===== config.mk =====
export PLATFORM = sky130hd
export DESIGN_NAME = gain_pin_gpio_override
export DESIGN_NICKNAME = d
export VERILOG_FILES = /design/src/gpio_override_pkg.sv /design/src/gain_pin_gpio_override.sv /design/src/pin_sync2.sv
export SDC_FILE = /design/constraint.sdc
export NUM_CORES = 1
export LEC_CHECK = 0
export BUFFER_PORTS_ARGS = -buffer_cell sky130_fd_sc_hd__clkbuf_2
export CORE_AREA = 2 2 64 81
export CTS_BUF_LIST = sky130_fd_sc_hd__clkbuf_8
export DETAILED_ROUTE_END_ITERATION = 10
export DIE_AREA = 0 0 66 83
export PLACE_DENSITY = 0.88
export SETUP_SLACK_MARGIN = 0.02
export SYNTH_ARGS = -nofsm -noshare
export SYNTH_HDL_FRONTEND = slang
export SYNTH_SLANG_ARGS = --single-unit
export TNS_END_PERCENT = 50

===== constraint.sdc =====
create_clock -name clk_i -period 1.4 [get_ports clk_i]
set_clock_uncertainty 0.1 [all_clocks]
set_input_delay 0.07 -clock clk_i [delete_from_list [all_inputs] [get_ports clk_i]]
set_output_delay 0.07 -clock clk_i [all_outputs]
set_load 0.01 [all_outputs]

===== src/gpio_override_pkg.sv =====
// Constants shared by the gain-pin override block: register indices,
// field positions, reset values and bus widths.
// Assumes a classic Wishbone bus with 32-bit data and byte addressing.
//
// Overview of operation
// A 4-bit override mask hands gain pins 1 to 4 (bits 0 to 3) to general-purpose use, replacing their normal function.
// For an overridden pin a direction bit of 1 makes it an output and 0 an input; without the mask bit it has no effect.
// An overridden output pin is driven to the matching bit of the output level register.
// A read-only register returns the output bit states, equal to the pin levels for overridden outputs.
// A read-only register returns the input bit states, following the external pin levels.
// Reset clears the mask, direction and level bits so every pin keeps its normal function.
// When pin 3 is not overridden it drives low if its flag enable is 0, otherwise the selected peak flag.
// Each external pin level passes a two-stage synchronizer before it reaches the input readback register.
package gpio_override_pkg;

  // ************************************************************
  // Register indices (byte address is four times the index)
  // ************************************************************
  localparam logic [9:0] IDX_FLAG_ENABLE = 10'h19e;
  localparam logic [9:0] IDX_MASK = 10'h1b0;
  localparam logic [9:0] IDX_DIRECTION = 10'h1b1;
  localparam logic [9:0] IDX_OUT_LEVEL = 10'h1b2;
  localparam logic [9:0] IDX_OUT_READBACK = 10'h1b3;
  localparam logic [9:0] IDX_IN_READBACK = 10'h1b4;

  // ************************************************************
  // Widths, field positions and reset values
  // ************************************************************
  localparam int PIN_COUNT = 4;
  localparam int ADR_WIDTH = 12;
  localparam int DATA_WIDTH = 32;
  localparam int FLAG_EN_BIT = 0;
  localparam int FLAG_PIN = 2;
  localparam logic [7:0] RESET_VALUE = 8'h00;

endpackage : gpio_override_pkg


===== src/gain_pin_gpio_override.sv =====
// Gain-pin general-purpose override with a Wishbone register slave.
// Assumes a classic Wishbone master on clk_i and pins that arrive
// asynchronously; normal-function drive comes from logic on clk_i.
//
// The Wishbone slave port was chosen for this implementation.
`timescale 1ns/100ps
`default_nettype none

module gain_pin_gpio_override #(
  parameter int NUM_PINS = gpio_override_pkg::PIN_COUNT
) (
  input wire logic clk_i,
  input wire logic rst_i,
  input wire logic ce_i,
  // Wishbone slave
  input wire logic cyc_i,
  input wire logic stb_i,
  input wire logic we_i,
  input wire logic [gpio_override_pkg::ADR_WIDTH-1:0] adr_i,
  input wire logic [3:0] sel_i,
  input wire logic [gpio_override_pkg::DATA_WIDTH-1:0] dat_i,
  output logic [gpio_override_pkg::DATA_WIDTH-1:0] dat_o,
  output logic ack_o,
  // Normal-function drive of the pins from the gain logic
  input wire logic [NUM_PINS-1:0] func_out_i,
  input wire logic [NUM_PINS-1:0] func_oe_i,
  input wire logic peak_flag_a_i,
  // Gain pins, split into input, output and output enable
  input wire logic [NUM_PINS-1:0] gain_pin_i,
  output logic [NUM_PINS-1:0] gain_pin_o,
  output logic [NUM_PINS-1:0] gain_pin_oe_o
);

  // ************************************************************
  // Parameter check
  // ************************************************************
  if (NUM_PINS < 3 || NUM_PINS > 8) begin : g_bad_width
    $error("NUM_PINS must lie between 3 and 8");
  end

  localparam int DW = gpio_override_pkg::DATA_WIDTH;

  typedef struct packed {
    logic [NUM_PINS-1:0] mask;
    logic [NUM_PINS-1:0] dir;
    logic [NUM_PINS-1:0] level;
    logic flag_en;
    logic [NUM_PINS-1:0] pin_out;
    logic [NUM_PINS-1:0] pin_oe;
    logic ack;
    logic [DW-1:0] rdat;
  } state_s;

  state_s st_q;
  state_s st_d;
  logic [NUM_PINS-1:0] in_sync;
  logic req;
  logic wr_commit;

  // ************************************************************
  // Helpers
  // ************************************************************

  // Word index match on the byte address
  function automatic logic hit(
    input logic [gpio_override_pkg::ADR_WIDTH-1:0] adr,
    input logic [9:0] idx
  );
    hit = (adr[gpio_override_pkg::ADR_WIDTH-1:2] == idx);
  endfunction : hit

  // Zero-extend a pin vector into a bus word
  function automatic logic [DW-1:0] widen(input logic [NUM_PINS-1:0] v);
    widen = '0;
    widen[NUM_PINS-1:0] = v;
  endfunction : widen

  // ************************************************************
  // Input synchronizer
  // ************************************************************

  // pins synchronized
  pin_sync2 #(
    .WIDTH(NUM_PINS)
  ) u_sync (
    .clk_i(clk_i),
    .rst_i(rst_i),
    .ce_i(ce_i),
    .async_i(gain_pin_i),
    .sync_o(in_sync)
  );

  // ************************************************************
  // Bus decode and next state
  // ************************************************************

  // Request is live and the write lands on the acknowledging edge
  assign req = cyc_i && stb_i;
  assign wr_commit = req && we_i && st_q.ack && sel_i[0];

  // Register writes, read mux and pin drive
  always_comb begin
    st_d = st_q;
    st_d.ack = req && !st_q.ack;
    st_d.rdat = '0;
    if (wr_commit) begin
      // mask write
      if (hit(adr_i, gpio_override_pkg::IDX_MASK)) begin
        st_d.mask = dat_i[NUM_PINS-1:0];
      end
      // direction write
      if (hit(adr_i, gpio_override_pkg::IDX_DIRECTION)) begin
        st_d.dir = dat_i[NUM_PINS-1:0];
      end
      // level write
      if (hit(adr_i, gpio_override_pkg::IDX_OUT_LEVEL)) begin
        st_d.level = dat_i[NUM_PINS-1:0];
      end
      if (hit(adr_i, gpio_override_pkg::IDX_FLAG_ENABLE)) begin
        st_d.flag_en = dat_i[gpio_override_pkg::FLAG_EN_BIT];
      end
    end
    // Read data, unmapped addresses read zero
    if (req && !we_i && !st_q.ack) begin
      if (hit(adr_i, gpio_override_pkg::IDX_MASK)) begin
        st_d.rdat = widen(st_q.mask);
      end
      if (hit(adr_i, gpio_override_pkg::IDX_DIRECTION)) begin
        st_d.rdat = widen(st_q.dir);
      end
      if (hit(adr_i, gpio_override_pkg::IDX_OUT_LEVEL)) begin
        st_d.rdat = widen(st_q.level);
      end
      // output readback
      if (hit(adr_i, gpio_override_pkg::IDX_OUT_READBACK)) begin
        st_d.rdat = widen(st_q.pin_out);
      end
      // input readback
      if (hit(adr_i, gpio_override_pkg::IDX_IN_READBACK)) begin
        st_d.rdat = widen(in_sync);
      end
      if (hit(adr_i, gpio_override_pkg::IDX_FLAG_ENABLE)) begin
        st_d.rdat[gpio_override_pkg::FLAG_EN_BIT] = st_q.flag_en;
      end
    end
    // Per-pin drive selection
    for (int i = 0; i < NUM_PINS; i++) begin
      if (st_q.mask[i]) begin
        // direction picks drive
        st_d.pin_oe[i] = st_q.dir[i];
        // drive level
        st_d.pin_out[i] = st_q.dir[i] && st_q.level[i];
      end else if (i == gpio_override_pkg::FLAG_PIN) begin
        // flag or low
        st_d.pin_oe[i] = 1'b1;
        st_d.pin_out[i] = st_q.flag_en && peak_flag_a_i;
      end else begin
        st_d.pin_oe[i] = func_oe_i[i];
        st_d.pin_out[i] = func_out_i[i];
      end
    end
  end

  // ************************************************************
  // State register
  // ************************************************************

  // reset clears overrides
  always_ff @(posedge clk_i) begin
    if (rst_i) begin
      st_q <= '0;
      st_q.mask <= gpio_override_pkg::RESET_VALUE[NUM_PINS-1:0];
      st_q.dir <= gpio_override_pkg::RESET_VALUE[NUM_PINS-1:0];
      st_q.level <= gpio_override_pkg::RESET_VALUE[NUM_PINS-1:0];
    end else if (ce_i) begin
      st_q <= st_d;
    end
  end

  assign dat_o = st_q.rdat;
  assign ack_o = st_q.ack;
  assign gain_pin_o = st_q.pin_out;
  assign gain_pin_oe_o = st_q.pin_oe;

  // ************************************************************
  // Assertions
  // ************************************************************

  property p_mask_write;
    @(posedge clk_i) disable iff (rst_i)
    ce_i && wr_commit && hit(adr_i, gpio_override_pkg::IDX_MASK)
    |=> st_q.mask == $past(dat_i[NUM_PINS-1:0]);
  endproperty
  a_mask_write: assert property (p_mask_write)
    else $error("Mask write not stored");

  property p_input_released;
    @(posedge clk_i) disable iff (rst_i)
    ce_i |=> (gain_pin_oe_o & $past(st_q.mask & ~st_q.dir)) == '0;
  endproperty
  a_input_released: assert property (p_input_released)
    else $error("Overridden input pin is driven");

  property p_output_level;
    @(posedge clk_i) disable iff (rst_i)
    ce_i |=> ((gain_pin_oe_o & $past(st_q.mask & st_q.dir))
              == $past(st_q.mask & st_q.dir))
          && ((gain_pin_o & $past(st_q.mask & st_q.dir))
              == $past(st_q.level & st_q.mask & st_q.dir));
  endproperty
  a_output_level: assert property (p_output_level)
    else $error("Overridden output pin has wrong level");

  property p_out_readback;
    @(posedge clk_i) disable iff (rst_i)
    ack_o && $past(ce_i) && !we_i
      && hit(adr_i, gpio_override_pkg::IDX_OUT_READBACK)
    |-> dat_o[NUM_PINS-1:0] == $past(gain_pin_o);
  endproperty
  a_out_readback: assert property (p_out_readback)
    else $error("Output readback differs from pins");

  property p_in_readback;
    @(posedge clk_i) disable iff (rst_i)
    ack_o && $past(ce_i) && !we_i
      && hit(adr_i, gpio_override_pkg::IDX_IN_READBACK)
    |-> dat_o[NUM_PINS-1:0] == $past(in_sync);
  endproperty
  a_in_readback: assert property (p_in_readback)
    else $error("Input readback differs from synchronized pins");

  property p_reset_clear;
    @(posedge clk_i) disable iff (rst_i)
    $past(rst_i) |-> st_q.mask == '0 && st_q.dir == '0
      && st_q.level == '0 && !ack_o;
  endproperty
  a_reset_clear: assert property (p_reset_clear)
    else $error("Override registers not cleared by reset");

  property p_flag_pin;
    @(posedge clk_i) disable iff (rst_i)
    ce_i && !st_q.mask[gpio_override_pkg::FLAG_PIN]
    |=> gain_pin_oe_o[gpio_override_pkg::FLAG_PIN]
      && gain_pin_o[gpio_override_pkg::FLAG_PIN]
         == ($past(st_q.flag_en) && $past(peak_flag_a_i));
  endproperty
  a_flag_pin: assert property (p_flag_pin)
    else $error("Pin 3 normal drive wrong");

  property p_sync_delay;
    @(posedge clk_i) disable iff (rst_i)
    $past(ce_i) && $past(ce_i, 2) && !$past(rst_i)
      && !$past(rst_i, 2)
    |-> in_sync == $past(gain_pin_i, 2);
  endproperty
  a_sync_delay: assert property (p_sync_delay)
    else $error("Synchronizer delay is not two cycles");

  property p_ack_single;
    @(posedge clk_i) disable iff (rst_i)
    ce_i && ack_o |=> !ack_o;
  endproperty
  a_ack_single: assert property (p_ack_single)
    else $error("Acknowledge held longer than one cycle");

  c_output_mode: cover property (@(posedge clk_i) disable iff (rst_i)
    st_q.mask[0] && st_q.dir[0] && gain_pin_o[0]);
  c_input_read: cover property (@(posedge clk_i) disable iff (rst_i)
    ack_o && !we_i && hit(adr_i, gpio_override_pkg::IDX_IN_READBACK));
  c_flag_out: cover property (@(posedge clk_i) disable iff (rst_i)
    !st_q.mask[gpio_override_pkg::FLAG_PIN]
    && gain_pin_o[gpio_override_pkg::FLAG_PIN]);

endmodule : gain_pin_gpio_override
`default_nettype wire


===== src/pin_sync2.sv =====
// Two-flop synchronizer for a group of independent pin levels.
// Assumes each bit is a slow level; bits are not coherent as a word.
`timescale 1ns/100ps
`default_nettype none

module pin_sync2 #(
  parameter int WIDTH = 4
) (
  input wire logic clk_i,
  input wire logic rst_i,
  input wire logic ce_i,
  input wire logic [WIDTH-1:0] async_i,
  output logic [WIDTH-1:0] sync_o
);

  // Refuse an empty pin group
  if (WIDTH < 1) begin : g_bad_width
    $error("WIDTH must be at least 1");
  end

  typedef struct packed {
    logic [WIDTH-1:0] first;
    logic [WIDTH-1:0] second;
  } sync_s;

  sync_s st_q;
  sync_s st_d;

  // ************************************************************
  // Stage logic
  // ************************************************************

  // two flop chain
  always_comb begin
    st_d = st_q;
    st_d.first = async_i;
    st_d.second = st_q.first;
  end

  // State register, frozen while ce_i is low
  always_ff @(posedge clk_i) begin
    if (rst_i) begin
      st_q <= '0;
    end else if (ce_i) begin
      st_q <= st_d;
    end
  end

  assign sync_o = st_q.second;

endmodule : pin_sync2
`default_nettype wire

# After elaboration in Yosys (flattened, before gate mapping)
# Index checks and enable logic that the tools add are counted.
# word_totals
regBits,62
input_bits,67
out_inout_bits,41
wordCells,49
# classes
eq_ne,6
n_mux,15
n_reduce_logical,18
# op_table
op,n
$mux W32,5
$eq A10 B9 Y1 const B,6
$logic_and A1 B1 Y1,12
$reduce_and A3 Y1,4
$mux W1,9
$mux W4,1
$logic_not A1 Y1,2

# Longest topological paths before layout
# Gate-level depths: netlist of run 1.
# logic_depth
depth_word,8
ltp_mapped,5

# Hierarchy
# A second synthesis of run 1 with hierarchy kept.
# unflattened
cells_unflattened,214
area_unflattened_um2,1901.8
# modules_own_cells
module,n_inst,cells_each,area_per_inst_um2
gain_pin_gpio_override,1,188,1616.6
pin_sync2,1,26,285.3

# Worst setup path after synthesis of run 1
# Ideal clock, no wire load.
# synth_path
path_type,register -> register
start,register st_q (netlist bit ack_o)
end,register st_q[50] in the netlist's numbering
setup_ps,72
t_arrival_ps,1315
required_time_ps,1228
setup_slack_ps,-87
path_stages_with_launch,5
period_less_slack_ps,1487
cell_sequence,dfxtp_1 > and3_1 > and4bb_1 > nor3b_4 > mux2i_1
# synth_via
elab_chain_cells,3
# synth_rtl
item,line_no,rtl
from (decl),gain_pin_gpio_override.sv:54,state_s st_q;
from (signal assigned),gain_pin_gpio_override.sv:176,st_q <= st_d;
$logic_and A1 B1 Y1 (2 in series),gain_pin_gpio_override.sv:99,assign wr_commit = req && we_i && st_q.ack && sel_i[0];
$reduce_and A3 Y1 (no line),--,
# No other way between the ends.
# A chain may end at the register's enable or synchronous reset.

# Worst setup path after layout of run 1
# Same ends and word-level chain as after synthesis.

==> run metrics, run 1 <==
met1 WL=1490 um; Final min period=1.49 ns; fin cells=316; crit path launch type=flop; worst vdd ir=0.427 mV; Syn Area/Cell=9.38 um2; Slew Limit Headroom=0.659; Final #Nets=322; final worst slack=-0.0863 ns; area grow syn2layout=21.4%; Routed WL=4020 um; Max H-tree Level=2; All-Layer GR Usage=0.161; Seq/Total Area, Yosys=0.363; Placed Cells=297; FFs w/ async S/R, synth=0; CTS Root Cell=clkbuf_8; Via density=4.65; die area=0.00548 mm2; placed wire-length estimate=3060 um; Pint=1.45 mW; Placement Rows=28; ant diodes=0; max-slew violation count=0; Reg power frac=0.520; Routed Antenna Nets=0; fmax=0.673 GHz; WL/cell=12.7 um; Least-Margin Pin Slew=0.508 ns; Most used DFF post-synth=dfxtp_1; Crit. End Element=flop; DR WL met3=254 um; Worst Hold Depth=3; total power=1.95 mW; sw frac=0.254; maxcap violations=0; Synth Register Bits=34; IO Count=108; violated checks=hold timing, setup timing; CTS tree=yes; GPL Wtd Cong=0.859; share of layout cells above drive strength 1=0.301; post-synth cell types=32; clk sinks=34; Worst Path Required=1.52 ns; CTS buffer count=5; worst-skew pair later-pin latency=0.29 ns; core area=0.00469 mm2; total gr overflow=0; Hold Vio Cnt, Final=3; largest net degree at the start of global routing=27; Die Wd=66 um; clock buffer depth=2; Clk pwr share=0.341; initial core utilization=0.400; number of synthesized flops with an enable pin=0; yosys warns=0; final period utilization=1.06; vias in the first global route=1,498; antenna violations before repair=0; HP Class=in2reg; synthesized area=0.00188 mm2; final hold slack=-0.00297 ns; final number of setup-violating endpoints=9; Worst EP arrival=1.61 ns; status=complete, but fails checks; 1st-iter DRT viols=95; CP Max Fanout=4; Top Metal Used=met4; Port Buffer Count=44; Remaining DRCs=0; Reg2Reg Depth=5; first-pass GRT wire length=6760 um; Comb pwr share=0.140; pwr dens=854 mW/mm2; NetSw=494 uW; leakage=1.03 nW; CTS clk-pin slew, worst paths=0.07 ns; Setup WS pre-CTS=-0.0854 ns; WL met2=2210 um; vias=1,468; DR pass1 iterations=4; cell count after synthesis=200; kind of critical path=reg2reg; DIE HEIGHT=83 um; Final Util=0.485; setup tns final=-0.437 ns; RSZ-0062 raised after global routing=true
state kept, by name, summed over array words and instances, names as in the netlist:
name,cells
gain_pin_oe_o,4
u_sync.st_d,4
gain_pin_o,4
st_q,13
dat_o,4
ack_o,1
u_sync.sync_o,4
path summary, 6_finish.rpt:
kind,slack [ns],endpoint,from
worst min-delay path,-0.003,st_q[49],dat_i[3]
worst max-delay path,-0.09,st_q[50],ack_o
worst max register to register,-0.09,st_q[50],ack_o
worst min register to register,0.36,dat_o[3],dat_o[3]
placed cells by master (no fill, tap or decap), types with 2 or more instances in the layout:
cell type and instances:
mux4_2 4, a311oi_1 4, a22oi_1 2, nand2b_1 21, clkbuf_2 44, mux2i_1 23
and4bb_2 2, nand3b_1 4, nand3_1 5, a21oi_1 4, a211oi_1 3, clkbuf_8 5
dlygate4sd3_1 10, nand2_1 4, dfxtp_1 33, buf_4 14, nor2_1 21, conb_1 28
inv_1 6, o21ai_0 3
power by group through the flow:
stage | clock network, mW | registers (mW) | logic, mW
2_1_floorplan | 0 | 1.03 | 0.227
3_3_place_gp | 0 | 1.03 | 0.238
3_5_place_dp | 0 | 1.03 | 0.244
4_1_cts | 0.676 | 1.01 | 0.270
5_1_grt | 0.717 | 1.01 | 0.300
6_report | 0.663 | 1.01 | 0.272
per-stage QoR:
step | area, um2 | hold WS [ns]
after global routing | 2280 | 0.0167
after CTS | 2270 | 0.00156
final | 2280 | -0.00297
after floorplan | 1990 | 0.117
after detailed placement | 2070 | 0.223
after global placement | 2070 | 0.212
critical path, cell delays in order, from the launching register on:
cell and delay (ns):
dfxtp_4 0.34, and3_4 0.17, and4bb_2 0.26, nor3b_4 0.21
buf_6 0.15, mux2i_1 0.18
cells by family after synthesis:
logic type             count (synthesis)  share of synthesized area
AOI/OAI and AO/OA                     22                     0.0821
and+or+nand+nor                       64                      0.195
muxes                                 27                      0.171
other                                  1                    0.00200
DFF                                   34                      0.363
buffers and inverters                 52                      0.187
routing by layer:
| layer | GRT usage | vias to the layer above |
|---|---|---|
| met5 | 0 | - |
| li1 | - | 737 |
| met1 | 0.172 | 673 |
| met3 | 0.0569 | 6 |
| met2 | 0.277 | 52 |
| met4 | 0.0761 | 0 |
repair_timing:
| action | in CTS | in global routing |
|---|---|---|
| setup buffers | 1 | 0 |
| endpoints found under the hold margin | 12 | 0 |
| hold buffers | 10 | 0 |
| pin swaps | 0 | 1 |
| resized for setup | 3 | 3 |
| endpoints found under the setup margin | 16 | 16 |
area by class of cell:
| cell class | instances | area (um2) |
|---|---|---|
| multi-input cells | 141 | 970 |
| inverters | 3 | 11.3 |
| clock inverters | 3 | 11.3 |
| well taps | 60 | 75.1 |
| flip-flops and latches | 34 | 684 |
| fillers | 448 | 2420 |
| clock buffers | 5 | 68.8 |
| repair buffers | 70 | 457 |
Yosys cell counts (5+ instances only):
master | number | area (um2)
clkbuf_1 | 5 | 18.8
nor2_1 | 21 | 78.8
mux2i_1 | 23 | 230
nand3_1 | 5 | 25.0
buf_4 | 41 | 308
dfxtp_1 | 34 | 681
nand2b_1 | 21 | 131
Note: power is estimated with default switching activity, not from simulation.
==> run 2, diff against run 1 <==
Settings changed: SKIP_CTS_REPAIR_TIMING from default to 1.
==> run metrics, run 2 (same netlist as run 1, synthesis figures left out) <==
max-slew violation count=0 (unchanged); 1st-iter DRT viols=62 (-35%); Placement Rows=28 (unchanged); Via density=4.70 (+1.1%); Setup WS pre-CTS=-0.0854 ns (unchanged); WL/cell=12.7 um (-0.27%); final hold slack=-0.0203 ns (-0.0173 ns); violated checks=hold timing, setup timing; largest net degree at the start of global routing=27 (unchanged); Final #Nets=319 (-0.93%); CP Max Fanout=4 (unchanged); # fillers=451 (+0.67%); RSZ-0062 raised after global routing=true; core area=0.00469 mm2 (unchanged); CTS clk-pin slew, worst paths=0.07 ns (about the same); clk sinks=34 (unchanged); CTS buffer count=5 (unchanged); Slew Limit Headroom=0.642 (-0.0172); CTS tree=yes; All-Layer GR Usage=0.154 (-0.00714); most frequent cells in the layout=44 x clkbuf_2, 33 x dfxtp_1, 28 x conb_1; Final min period=1.48 ns (-0.00446 ns); Remaining DRCs=0 (unchanged); Worst Path Required=1.52 ns (about the same); initial core utilization=0.400 (unchanged); max reg flops=13 (unchanged); GPL Wtd Cong=0.859 (unchanged); Max H-tree Level=2 (unchanged); placed wire-length estimate=3060 um (unchanged); Crit. End Element=flop; clock buffer depth=2 (unchanged); CTS Root Cell=clkbuf_8; Routed WL=3980 um (-1.2%); vias in the first global route=1,411 (-5.8%); crit path launch type=flop; Least-Margin Pin Slew=0.533 ns (+0.0256 ns); final worst slack=-0.0819 ns (+0.00446 ns); leakage=1.02 nW (-1.3%); HP Class=in2reg; Worst EP arrival=1.60 ns (about the same); share of layout cells above drive strength 1=0.300 (-0.000386); final period utilization=1.06 (-0.00319); worst-skew pair later-pin latency=0.29 ns (about the same); Routed Antenna Nets=0 (unchanged); worst vdd ir=0.427 mV (about the same); DR pass1 iterations=4 (unchanged); kind of critical path=reg2reg; Largest Register=st_q; vias=1,470 (+0.14%); Die Wd=66 um (unchanged); first-pass GRT wire length=6400 um (-5.2%); fmax=0.675 GHz (+0.30%); setup tns final=-0.400 ns (+0.0361 ns); total gr overflow=0 (unchanged); die area=0.00548 mm2 (unchanged); pwr dens=862 mW/mm2 (+0.89%); area grow syn2layout=19.9%; ant diodes=0 (unchanged); status=complete, but fails checks; Hold Vio Cnt, Final=7 (+4); final number of setup-violating endpoints=8 (-1); commonest non-fill, non-tap cell in the layout=clkbuf_2; Port Buffer Count=44 (unchanged); DIE HEIGHT=83 um (unchanged); maxcap violations=0 (unchanged); IO Count=108 (unchanged); antenna violations before repair=0 (unchanged)
[run 2: final cells by class]
class                   count  area, um2  area share
repair buffers             67        429       0.191
clock inverters             3       11.3     0.00501
clock buffers               5       68.8      0.0306
inverters                   3       11.3     0.00501
multi-input cells         141        970       0.431
well taps                  60       75.1      0.0334
flip-flops and latches     34        684       0.304
[run 2: routing by layer]
| metal | wire (um) | track usage | vias up |
|---|---|---|---|
| met1 | 1460 | 0.160 | 685 |
| li1 | - | - | 734 |
| met4 | 70 | 0.0761 | 0 |
| met5 | 0 | 0 | - |
| met2 | 2190 | 0.264 | 45 |
| met3 | 253 | 0.0596 | 6 |
[run 2: critical path, stage by stage (launching register included)]
cell,delay (ns)
dfxtp_4,0.34
and3_4,0.17
and4bb_2,0.26
nor3b_4,0.20
buf_6,0.15
mux2i_1,0.18
[run 2: worst paths after layout]
kind / startpoint / to / depth (start not counted) / slack [ns]
worst max-delay path: ack_o / st_q[50] / 5 / -0.08
worst min-delay path: dat_i[1] / st_q[43] / 3 / -0.02
worst max register to register: ack_o / st_q[50] / 5 / -0.08
worst min register to register: dat_o[3] / dat_o[3] / 2 / 0.36
[run 2: through the flow]
stage	utilization	total power, mW	std cells	area (um2)
after CTS	0.457	1.93	305	2150
after global placement	0.440	1.27	297	2070
after global routing	0.479	2.03	313	2250
after floorplan	-	1.25	227	1990
final	0.479	1.94	313	2250
after detailed placement	0.440	1.28	297	2070
[run 2: power breakdown]
part,switching [mW],total [mW],internal (mW)
logic,0.143,0.265,0.123
clock network,0.332,0.663,0.331
registers,0.0174,1.01,0.994
